File: src/inc/supervisory_timer_pkg.sv
package supervisory_timer_pkg;

  // ----------------------------------------------------------------
  // timeout selection
  // ----------------------------------------------------------------
  localparam int SEL_W = 2;
  localparam int COUNT_W = 18;
  // timeout = 2^(base + 2*sel) oscillator ticks
  localparam int SHIFT_BASE = 12;
  localparam int SHIFT_STEP = 2;
  localparam logic [SEL_W-1:0] SEL_RESET = 2'h3;

  // ----------------------------------------------------------------
  // reset values
  // ----------------------------------------------------------------
  localparam logic [COUNT_W-1:0] COUNT_RESET = 18'h00000;
  localparam logic ENABLE_RESET = 1'b1;
  localparam logic LOCK_RESET = 1'b0;

endpackage

File: src/verilog/low_freq_edge.sv
`timescale 1ns/100ps
module low_freq_edge (
  input wire logic mclk,
  input wire logic reset_n,
  input wire logic low_freq_osc,
  output logic tick
);

  // ----------------------------------------------------------------
  // synchroniser and rising edge detect
  // ----------------------------------------------------------------
  logic meta_ff;
  logic sync_ff;
  logic prev_ff;
  logic tick_ff;

  // meta_ff feeds only sync_ff
  always_ff @(posedge mclk or negedge reset_n) begin
    if (!reset_n) begin
      meta_ff <= 1'b0;
      sync_ff <= 1'b0;
    end else begin
      meta_ff <= low_freq_osc;
      sync_ff <= meta_ff;
    end
  end

  always_ff @(posedge mclk or negedge reset_n) begin
    if (!reset_n) begin
      prev_ff <= 1'b0;
      tick_ff <= 1'b0;
    end else begin
      prev_ff <= sync_ff;
      tick_ff <= sync_ff & ~prev_ff;
    end
  end

  assign tick = tick_ff;

endmodule

File: src/verilog/supervisory_timer.sv
`timescale 1ns/100ps
//
// Overview of operation
// - overflow asserts a whole-device system reset
// - software restart clears count, avoiding reset
// - after reset: enabled, counting, longest interval
// - software may disable or lock on
// - once locked, disable ignored until reset
// - locked configuration frozen, interval included
// - external reset pin never driven by watchdog
// - counting paced by low frequency oscillator
//
module supervisory_timer (
  input wire logic mclk,
  input wire logic reset_n,
  input wire logic low_freq_osc,
  input wire logic sw_restart,
  input wire logic sw_disable,
  input wire logic sw_lock,
  input wire logic sw_interval_wr,
  input wire logic [supervisory_timer_pkg::SEL_W-1:0] sw_interval,
  output logic wdt_reset,
  output logic running,
  output logic locked,
  output logic [supervisory_timer_pkg::SEL_W-1:0] interval,
  output logic rst_pin_oe
);

  // ----------------------------------------------------------------
  // state
  // ----------------------------------------------------------------
  logic tick;
  logic enable_ff;
  logic lock_ff;
  logic reset_ff;
  logic pin_oe_ff;
  logic [supervisory_timer_pkg::SEL_W-1:0] sel_ff;
  logic [supervisory_timer_pkg::COUNT_W-1:0] count_ff;
  logic [supervisory_timer_pkg::COUNT_W-1:0] nxt_count;
  logic at_limit;

  function automatic logic [supervisory_timer_pkg::COUNT_W-1:0] limit_of(
    input logic [supervisory_timer_pkg::SEL_W-1:0] sel
  );
    int sh;
    logic [63:0] full;
    sh = supervisory_timer_pkg::SHIFT_BASE + supervisory_timer_pkg::SHIFT_STEP * int'(sel);
    full = (64'h1 << sh) - 64'h1;
    limit_of = full[supervisory_timer_pkg::COUNT_W-1:0];
  endfunction

  // ----------------------------------------------------------------
  // oscillator tick
  // ----------------------------------------------------------------
  // count follows the oscillator, so system clock changes do not move it
  low_freq_edge low_freq_edge_inst (
    .mclk(mclk),
    .reset_n(reset_n),
    .low_freq_osc(low_freq_osc),
    .tick(tick)
  );

  // ----------------------------------------------------------------
  // configuration
  // ----------------------------------------------------------------
  // lock wins over a disable in the same cycle, so a race cannot open it
  always_ff @(posedge mclk or negedge reset_n) begin
    if (!reset_n) begin
      enable_ff <= supervisory_timer_pkg::ENABLE_RESET;
      lock_ff <= supervisory_timer_pkg::LOCK_RESET;
    end else if (sw_lock) begin
      enable_ff <= 1'b1;
      lock_ff <= 1'b1;
    end else if (sw_disable && !lock_ff) begin
      enable_ff <= 1'b0;
    end
  end

  always_ff @(posedge mclk or negedge reset_n) begin
    if (!reset_n) begin
      sel_ff <= supervisory_timer_pkg::SEL_RESET;
    end else if (sw_interval_wr && !lock_ff) begin
      sel_ff <= sw_interval;
    end
  end

  // ----------------------------------------------------------------
  // counter
  // ----------------------------------------------------------------
  // at or past the limit, so a shorter interval chosen mid-count cannot wrap the counter
  assign at_limit = (count_ff >= limit_of(sel_ff));

  always_comb begin
    nxt_count = count_ff;
    if (!enable_ff || sw_restart) begin
      nxt_count = supervisory_timer_pkg::COUNT_RESET;
    end else if (tick && !at_limit) begin
      nxt_count = count_ff + 1'b1;
    end
  end

  always_ff @(posedge mclk or negedge reset_n) begin
    if (!reset_n) begin
      count_ff <= supervisory_timer_pkg::COUNT_RESET;
    end else begin
      count_ff <= nxt_count;
    end
  end

  // ----------------------------------------------------------------
  // reset request
  // ----------------------------------------------------------------
  // held until the system reset it causes comes back on reset_n
  always_ff @(posedge mclk or negedge reset_n) begin
    if (!reset_n) begin
      reset_ff <= 1'b0;
    end else if (enable_ff && tick && at_limit && !sw_restart) begin
      reset_ff <= 1'b1;
    end
  end

  // internal reset only; the pin driver stays off
  always_ff @(posedge mclk or negedge reset_n) begin
    if (!reset_n) begin
      pin_oe_ff <= 1'b0;
    end else begin
      pin_oe_ff <= 1'b0;
    end
  end

  assign wdt_reset = reset_ff;
  assign running = enable_ff;
  assign locked = lock_ff;
  assign interval = sel_ff;
  assign rst_pin_oe = pin_oe_ff;

  // ----------------------------------------------------------------
  // assertions
  // ----------------------------------------------------------------
  property p_overflow;
    @(posedge mclk) disable iff (!reset_n)
    enable_ff && tick && at_limit && !sw_restart |=> wdt_reset;
  endproperty
  a_overflow: assert property (p_overflow) else $error("no reset on overflow");

  property p_restart;
    @(posedge mclk) disable iff (!reset_n)
    sw_restart |=> count_ff == supervisory_timer_pkg::COUNT_RESET && !$rose(wdt_reset);
  endproperty
  a_restart: assert property (p_restart) else $error("restart did not clear count");

  property p_reset_state;
    @(posedge mclk) disable iff (!reset_n)
    !$past(reset_n) |-> running && !locked && interval == supervisory_timer_pkg::SEL_RESET;
  endproperty
  a_reset_state: assert property (p_reset_state) else $error("bad state after reset");

  property p_disable;
    @(posedge mclk) disable iff (!reset_n)
    sw_disable && !sw_lock && !locked |=> !running ##1 count_ff == 18'h00000;
  endproperty
  a_disable: assert property (p_disable) else $error("disable not taken");

  property p_lock;
    @(posedge mclk) disable iff (!reset_n)
    sw_lock |=> locked && running;
  endproperty
  a_lock: assert property (p_lock) else $error("lock not taken");

  property p_lock_hold;
    @(posedge mclk) disable iff (!reset_n)
    locked |=> (locked && running)[*2];
  endproperty
  a_lock_hold: assert property (p_lock_hold) else $error("locked timer released");

  property p_frozen;
    @(posedge mclk) disable iff (!reset_n)
    locked && sw_interval_wr |=> $stable(interval);
  endproperty
  a_frozen: assert property (p_frozen) else $error("locked interval changed");

  property p_pin;
    @(posedge mclk) disable iff (!reset_n)
    $rose(wdt_reset) |-> !rst_pin_oe ##1 !rst_pin_oe;
  endproperty
  a_pin: assert property (p_pin) else $error("reset pin driven");

  property p_paced;
    @(posedge mclk) disable iff (!reset_n)
    !tick && !sw_restart && running |=> $stable(count_ff);
  endproperty
  a_paced: assert property (p_paced) else $error("count moved without tick");

  property p_interval_wr;
    @(posedge mclk) disable iff (!reset_n)
    sw_interval_wr && !locked |=> interval == $past(sw_interval);
  endproperty
  a_interval_wr: assert property (p_interval_wr) else $error("interval write lost");

  property p_sticky;
    @(posedge mclk) disable iff (!reset_n)
    wdt_reset |=> wdt_reset;
  endproperty
  a_sticky: assert property (p_sticky) else $error("reset request dropped");

  property p_step;
    @(posedge mclk) disable iff (!reset_n)
    tick && running && !at_limit && !sw_restart |=> count_ff == $past(count_ff) + 1'b1;
  endproperty
  a_step: assert property (p_step) else $error("tick did not advance count");

  property p_idle;
    @(posedge mclk) disable iff (!reset_n)
    !running |=> count_ff == supervisory_timer_pkg::COUNT_RESET && !$rose(wdt_reset);
  endproperty
  a_idle: assert property (p_idle) else $error("disabled timer counted");

  c_overflow: cover property (@(posedge mclk) disable iff (!reset_n) $rose(wdt_reset));
  c_lock: cover property (@(posedge mclk) disable iff (!reset_n) sw_lock ##[1:8] sw_disable);
  c_refuse: cover property (@(posedge mclk) disable iff (!reset_n) locked && sw_interval_wr);
  c_select: cover property (@(posedge mclk) disable iff (!reset_n) sw_interval_wr && !locked);
  c_restart: cover property (@(posedge mclk) disable iff (!reset_n) tick ##[1:50] sw_restart);

endmodule
File: config.mk
export PLATFORM = sky130hd
export DESIGN_NAME = supervisory_timer
export DESIGN_NICKNAME = d
export VERILOG_FILES = /design/src/inc/supervisory_timer_pkg.sv /design/src/verilog/low_freq_edge.sv /design/src/verilog/supervisory_timer.sv
export SDC_FILE = /design/constraint.sdc
export NUM_CORES = 1
export LEC_CHECK = 0
export BUFFER_PORTS_ARGS = -buffer_cell sky130_fd_sc_hd__buf_2
export CORE_MARGIN = 2
export CORE_UTILIZATION = 63
export CTS_CLUSTER_SIZE = 25
export DETAILED_ROUTE_END_ITERATION = 7
export GPL_ROUTABILITY_DRIVEN = 1
export PLACE_DENSITY = 0.84
export SLEW_MARGIN = 20
export SYNTH_ARGS = -nofsm -noshare
export SYNTH_HDL_FRONTEND = slang
export SYNTH_SLANG_ARGS = --single-unit
File: constraint.sdc
create_clock -name mclk -period 3.6 [get_ports mclk]
set_input_delay 0.18 -clock mclk [delete_from_list [all_inputs] [get_ports mclk]]
set_output_delay 0.18 -clock mclk [all_outputs]
set_load 0.1 [all_outputs]
==> impl_metrics.yaml, run 1 <==
outcome:
  outcome: "finished, final reports clean"
logic_synthesis:
  yosysWarnings: 0
  ys_seq_elements: 27
  synth_simple_gate_area_share_pct: 23.7
  synth-xor-area-share_pct: 0
  synth_area_um2: 1610
  synth_common_cells: "dfrtp_1 (24), a21oi_1 (19), nand2_1 (14), o31ai_1 (14), ha_1 (13)"
  synthMuxAreaShare_pct: 0.700
  synth_edf_count: 0
  synth_cells: 167
  yosysTopAreaCellShare_pct: 37.3
  synthMostInstantiatedCell: "dfrtp_1"
  synth_compound_area_share_pct: 19.1
  synth.avg_cell_area_um2: 9.63
  synthFlopType: "dfrtp_1"
  synth_top_area_cell: "dfrtp_1"
  yosysSeqAreaShare_pct: 42.2
  synthArstFlopShare_pct: 100
  synth_fa_ha_area_share_pct: 10.1
  synth_area_leaders: "dfrtp_1 (37%), ha_1 (10%), o31ai_1 (6.5%), a21oi_1 (5.9%), or4_1 (5.6%)"
  synth_top_family_by_area: "simple AND/OR/NAND/NOR gates"
  synth_cell_types: 33
sta:
  tightest_slew_ns: 0.636
  finalCritPeriodShare_pct: 74.0
  fin_crit_ns: 2.66
  setup_viol: 0
  rsz0062_at_grt: "false"
  timing.final.hold_violations: 0
  slew_viol_final: 0
  finalClockSkew_ns: 0.00461
  fmax_mhz: 375
  fin_ws_ns: 0.937
  setup_tns_ns: 0
  slew-limit-headroom_pct: 57.6
placed_design:
  portBuffers: 13
  place.gp.congestion: 0.805
  hpwl_mm: 2.50
  place_ws_ns: 0.976
finish:
  nets: 207
  largest_reg_flops: 18
  num_antenna_cells: 0
  fin_util_pct: 70.7
  drive_gt1_share_pct: 14.7
  largest-register: "count_ff"
  syn2layout_area_growth_pct: 7.93
  fillers: 204
setup_path:
  r2r-start: "interval[1]"
  critPathCaptureType: "register"
  cp_max_fo: 18
  critPathLaunchType: "register"
  reg2reg_depth: 7
  path_class: "reg2reg"
  cp.arrival_ns: 2.92
  rrSetupSlack_ns: 0.94
  worst_ep_required_time_ns: 3.85
  r2r_end: "count_ff[13]"
die:
  rows: 18
  design.die.area_um2: 2970
  dieWidth_um: 54.5
  coreArea_um2: 2450
  die_h_um: 54.5
  start_util_pct: 65.5
  io_pins: 15
power_and_ir_drop:
  pwr-share-clk_pct: 25.1
  powerDensity_nw_per_um2: 300
  power_switching_w: 0.000150
  power_leakage_nw: 0.707
  ir_worst_vdd_v: 0.000341
  p_sw_share_pct: 28.8
  power_frac_seq_pct: 61.3
  cellInternalPower_w: 0.000371
  pwr-share-comb_pct: 13.6
global_routing:
  grt_pass1_vias: 1270
  grt.total_usage_pct: 25.6
  gr-total-overflow: 0
  grt_max_degree: 28
  grt_antenna_before_repair: 0
  grt_pass1_wl_mm: 5.47
clocking:
  htreeDepth: 1
  clk_pin_slew_ns: 0.14
  hold_buffers: 2
  cts-resized-gates: 0
  clk-insertion-delay-late_ns: 0.32
  cts_buffers: 3
  postCtsSetupRepairBufs: 0
  clock-sinks: 27
  cts_tree: "yes"
  cts_buffer_depth: 2
  clk_root_buffer_cell: "clkbuf_4"
drt:
  viasPerCell: 6.35
  drc: 0
  routed_wl_mm: 3.41
  postRouteAntennaNets: 0
  avgRoutedWirePerCell_um: 15.9
  drt_iter0_drc: 19
  vias: 1358
  drtPass1Iterations: 4
min_path:
  hold_path_class: "in2reg"
  min_to: "running"
  hold_depth: 2
  min_from: "sw_lock"
job:
  maxCapViolations: 0
-- worst max path at each step --
stage	from	to	slack, ns	cells past startpoint
after global routing	interval[1]	count_ff[15]	0.73	7
final	interval[1]	count_ff[13]	0.94	7
after detailed placement	interval[1]	count_ff[11]	0.98	7
after global placement	interval[0]	count_ff[13]	1.13	7
after CTS	interval[1]	count_ff[11]	0.95	7
after floorplan	interval[1]	count_ff[14]	1.05	8
-- power by group through the flow --
stage          registers (W)  logic (W)  clock network [W]
2_1_floorplan       0.000345  0.0000292                  0
3_3_place_gp        0.000324  0.0000658                  0
3_5_place_dp        0.000325  0.0000699                  0
4_1_cts             0.000319  0.0000712           0.000135
5_1_grt             0.000321  0.0000782           0.000145
6_report            0.000319  0.0000708           0.000130
-- logic make-up (layout without fill, tap and decap cells) --
logic type / after synthesis / after routing
and+or+nand+nor: 66 / 66
AOI/OAI and AO/OA: 47 / 47
DFF: 27 / 27
adders and majority gates: 13 / 13
buffers and inverters: 12 / 24
other: 1 / 6
muxes: 1 / 1
-- metrics by stage --
step           hold WS (ns)  std cells  cell area [um2]  power (W)
2_1_floorplan        -0.116        172             1630   0.000374
3_3_place_gp          0.215        208             1690   0.000390
3_5_place_dp          0.223        208             1690   0.000395
4_1_cts              0.0418        214             1740   0.000526
5_1_grt              0.0481        214             1740   0.000545
6_report             0.0511        214             1740   0.000521
-- layout make-up --
class	count	area [um2]	share of cell area [%]
clock buffers	3	22.5	1.30
clock inverters	1	5.00	0.288
inverters	4	15.0	0.865
multi-input cells	133	885	50.9
flip-flops and latches	27	679	39.1
well taps	30	37.5	2.16
repair buffers	16	92.6	5.33
-- per-layer routing --
| metal | part of all wire (%) | GRT usage [%] | vias to the layer above |
|---|---|---|---|
| li1 | - | - | 659 |
| met1 | 44 | 31.1 | 671 |
| met2 | 53 | 47.0 | 23 |
| met3 | 1.9 | 2.46 | 5 |
| met4 | 1.1 | 8.75 | 0 |
| met5 | 0 | 0 | - |
-- worst max-delay path, cell delays in order, from the launching register on --
cell	delay, ns
dfstp_2	0.61
nand2_1	0.06
ha_1	0.31
a21oi_1	0.15
o21a_1	0.22
nand3_1	0.45
or4_1	0.64
a21oi_1	0.16
-- cells in the final DEF (no fill, tap or decap), types with 3 or more instances in the layout --
cell and instances:
nor2b_1 4, o21ai_0 4, nand4_1 8, o31ai_1 14, buf_2 13, a21oi_1 19, dfrtp_1 24, nand3_1 6
or3_1 3, conb_1 6, nand2_1 14, ha_1 13, dfstp_2 3, or4_1 12, nor2_1 4, nor3_1 3
nand2b_1 3, clkbuf_4 3, inv_1 4
Power figures use the tool's default switching activity.
==> inputs of run 2 (changes only) <==
--- a/config.mk
+++ b/config.mk
@@ -7,11 +7,11 @@
 export LEC_CHECK = 0
 export BUFFER_PORTS_ARGS = -buffer_cell sky130_fd_sc_hd__buf_2
 export CORE_MARGIN = 2
-export CORE_UTILIZATION = 63
+export CORE_UTILIZATION = 52
 export CTS_CLUSTER_SIZE = 25
 export DETAILED_ROUTE_END_ITERATION = 7
 export GPL_ROUTABILITY_DRIVEN = 1
-export PLACE_DENSITY = 0.84
+export PLACE_DENSITY = 0.74
 export SLEW_MARGIN = 20
 export SYNTH_ARGS = -nofsm -noshare
 export SYNTH_HDL_FRONTEND = slang
==> constraint.sdc (replaced) <==
create_clock -name mclk -period 2.2 [get_ports mclk]
set_input_delay 0.11 -clock mclk [delete_from_list [all_inputs] [get_ports mclk]]
set_output_delay 0.11 -clock mclk [all_outputs]
set_load 0.1 [all_outputs]
==> impl_metrics.yaml, run 2 (synthesis gave the netlist of run 1 again) <==
power_and_ir_drop:
  powerDensity_nw_per_um2: 419
  ir_worst_vdd_v: 0.000300
  power_leakage_nw: 0.881
clocking:
  clk_root_buffer_cell: "clkbuf_4"
  cts_tree: "yes"
  htreeDepth: 1
  clk-insertion-delay-late_ns: 0.33
  cts_buffer_depth: 2
  clk_pin_slew_ns: 0.15
  clock-sinks: 27
  cts_buffers: 3
die:
  rows: 20
  dieWidth_um: 59.6
  die_h_um: 59.6
  io_pins: 15
  coreArea_um2: 3000
  start_util_pct: 53.6
  design.die.area_um2: 3560
drt:
  drtPass1Iterations: 4
  routed_wl_mm: 4.47
  drc: 0
  postRouteAntennaNets: 0
  drt_iter0_drc: 68
  vias: 1527
  avgRoutedWirePerCell_um: 18.2
  viasPerCell: 6.21
setup_path:
  path_cells: "nor2_4 > ha_4 > a21oi_2 > a21o_1 > nand3_2 > buf_6 > or4_4 > a21oi_2"
  worstSetupEndpoint: "count_ff[3]"
  rrSetupSlack_ns: -0.14
  r2r_end: "count_ff[3]"
  critPathLaunchType: "register"
  path_class: "reg2reg"
  worst_ep_required_time_ns: 2.46
  cp_max_fo: 8
  startpoint: "interval[1]"
  reg2reg_depth: 8
  cp.arrival_ns: 2.60
  r2r-start: "interval[1]"
  critPathCaptureType: "register"
  path_common_cell: "a21oi_2"
  slowest_delay_ns: 0.72
  worst_path_max_delay_cell: "dfstp_4"
min_path:
  hold_path_class: "in2reg"
  hold_depth: 3
global_routing:
  grt_pass1_wl_mm: 7.12
  gr-total-overflow: 0
  grt_pass1_vias: 1507
  grt.total_usage_pct: 27.0
  grt_max_degree: 28
  grt_antenna_before_repair: 0
sta:
  setup_viol: 16
  fin_crit_ns: 2.34
  hold_slack_ns: 0.0791
  tightest_slew_ns: 0.760
  rsz0062_at_grt: "true"
  finalClockSkew_ns: 0.00144
  slew_viol_final: 0
  finalCritPeriodShare_pct: 106
  timing.final.hold_violations: 0
  fin_ws_ns: -0.140
  slew-limit-headroom_pct: 49.4
  fmax_mhz: 427
job:
  maxCapViolations: 0
outcome:
  violations: "negative setup slack"
  outcome: "finished, violations left"
finish:
  final_cell_mix: "dfrtp_1 (24), buf_4 (16), o31ai_1 (14)"
  layoutNonFillerInstCount: 246
  largest_reg_flops: 18
  fillers: 218
  final_common_cell: "dfrtp_1"
  nets: 236
  num_antenna_cells: 0
  syn2layout_area_growth_pct: 36.9
  drive_gt1_share_pct: 39.9
  largest-register: "count_ff"
placed_design:
  place.gp.congestion: 0.834
  portBuffers: 13
  dp_cells: 227
  hpwl_mm: 2.64
## run 2: where the power goes
| group | total (W) | internal, W | switching, W |
|---|---|---|---|
| logic | 0.000162 | 0.0000586 | 0.000104 |
| registers | 0.000536 | 0.000514 | 0.0000221 |
| clock network | 0.000224 | 0.0000683 | 0.000156 |
| total | 0.000923 | 0.000641 | 0.000282 |
## run 2: worst min path at each step
stage / startpoint / endpoint / slack, ns
after detailed placement: reset_n / low_freq_edge_inst.sync_ff / 0.16
final: sw_disable / running / 0.08
after global placement: reset_n / low_freq_edge_inst.meta_ff / 0.15
after floorplan: reset_n / count_ff[0] / -0.19
after CTS: sw_disable / running / 0.05
after global routing: sw_disable / running / 0.07
## run 2: area by class of cell
| cell class | count | area [um2] | area share, % |
|---|---|---|---|
| clock buffer | 3 | 22.5 | 1.02 |
| clock inverter | 1 | 5.00 | 0.227 |
| inverter | 4 | 15.0 | 0.682 |
| multi-input combinational | 133 | 1060 | 48.3 |
| sequential | 27 | 687 | 31.2 |
| tap | 33 | 41.3 | 1.88 |
| timing repair buffer | 45 | 368 | 16.7 |
## run 2: stage by stage
| stage | utilization, % | worst slack, ns | power, W | setup TNS, ns | area (um2) |
|---|---|---|---|---|---|
| floorplan | - | -0.203 | 0.000617 | -2.43 | 1660 |
| global placement | 61.5 | -0.0831 | 0.000652 | -0.412 | 1850 |
| detailed placement | 61.5 | -0.183 | 0.000658 | -1.15 | 1850 |
| CTS | 70.7 | -0.148 | 0.000906 | -1.49 | 2120 |
| global route | 73.3 | -0.226 | 0.000958 | -3.06 | 2200 |
| finish | 73.3 | -0.140 | 0.000923 | -1.30 | 2200 |
## run 2: routing by layer
layer  part of all wire [%]  GRT usage [%]  up-vias
met2                     55           47.3       43
li1                       -              -      724
met1                     39           33.2      748
met5                      0              0        -
met4                    2.4           11.7        0
met3                    3.6           3.06       12
## run 2: worst max-delay path, delay by kind of cell (launching register included)
family          cells  cell delay, ns
simple gates        3            0.65
compound gates      3            0.51
buf+inv             1            0.16
fa+ha+maj           1            0.22
flops               1            0.72
## run 2: timing repair
item	CTS	global route
hold buffers	5	0
setup endpoints to repair	18	19
resized for setup	24	26
pin swaps	19	10
gates cloned	2	1
endpoints found under the hold margin	29	0
setup buffers	4	6
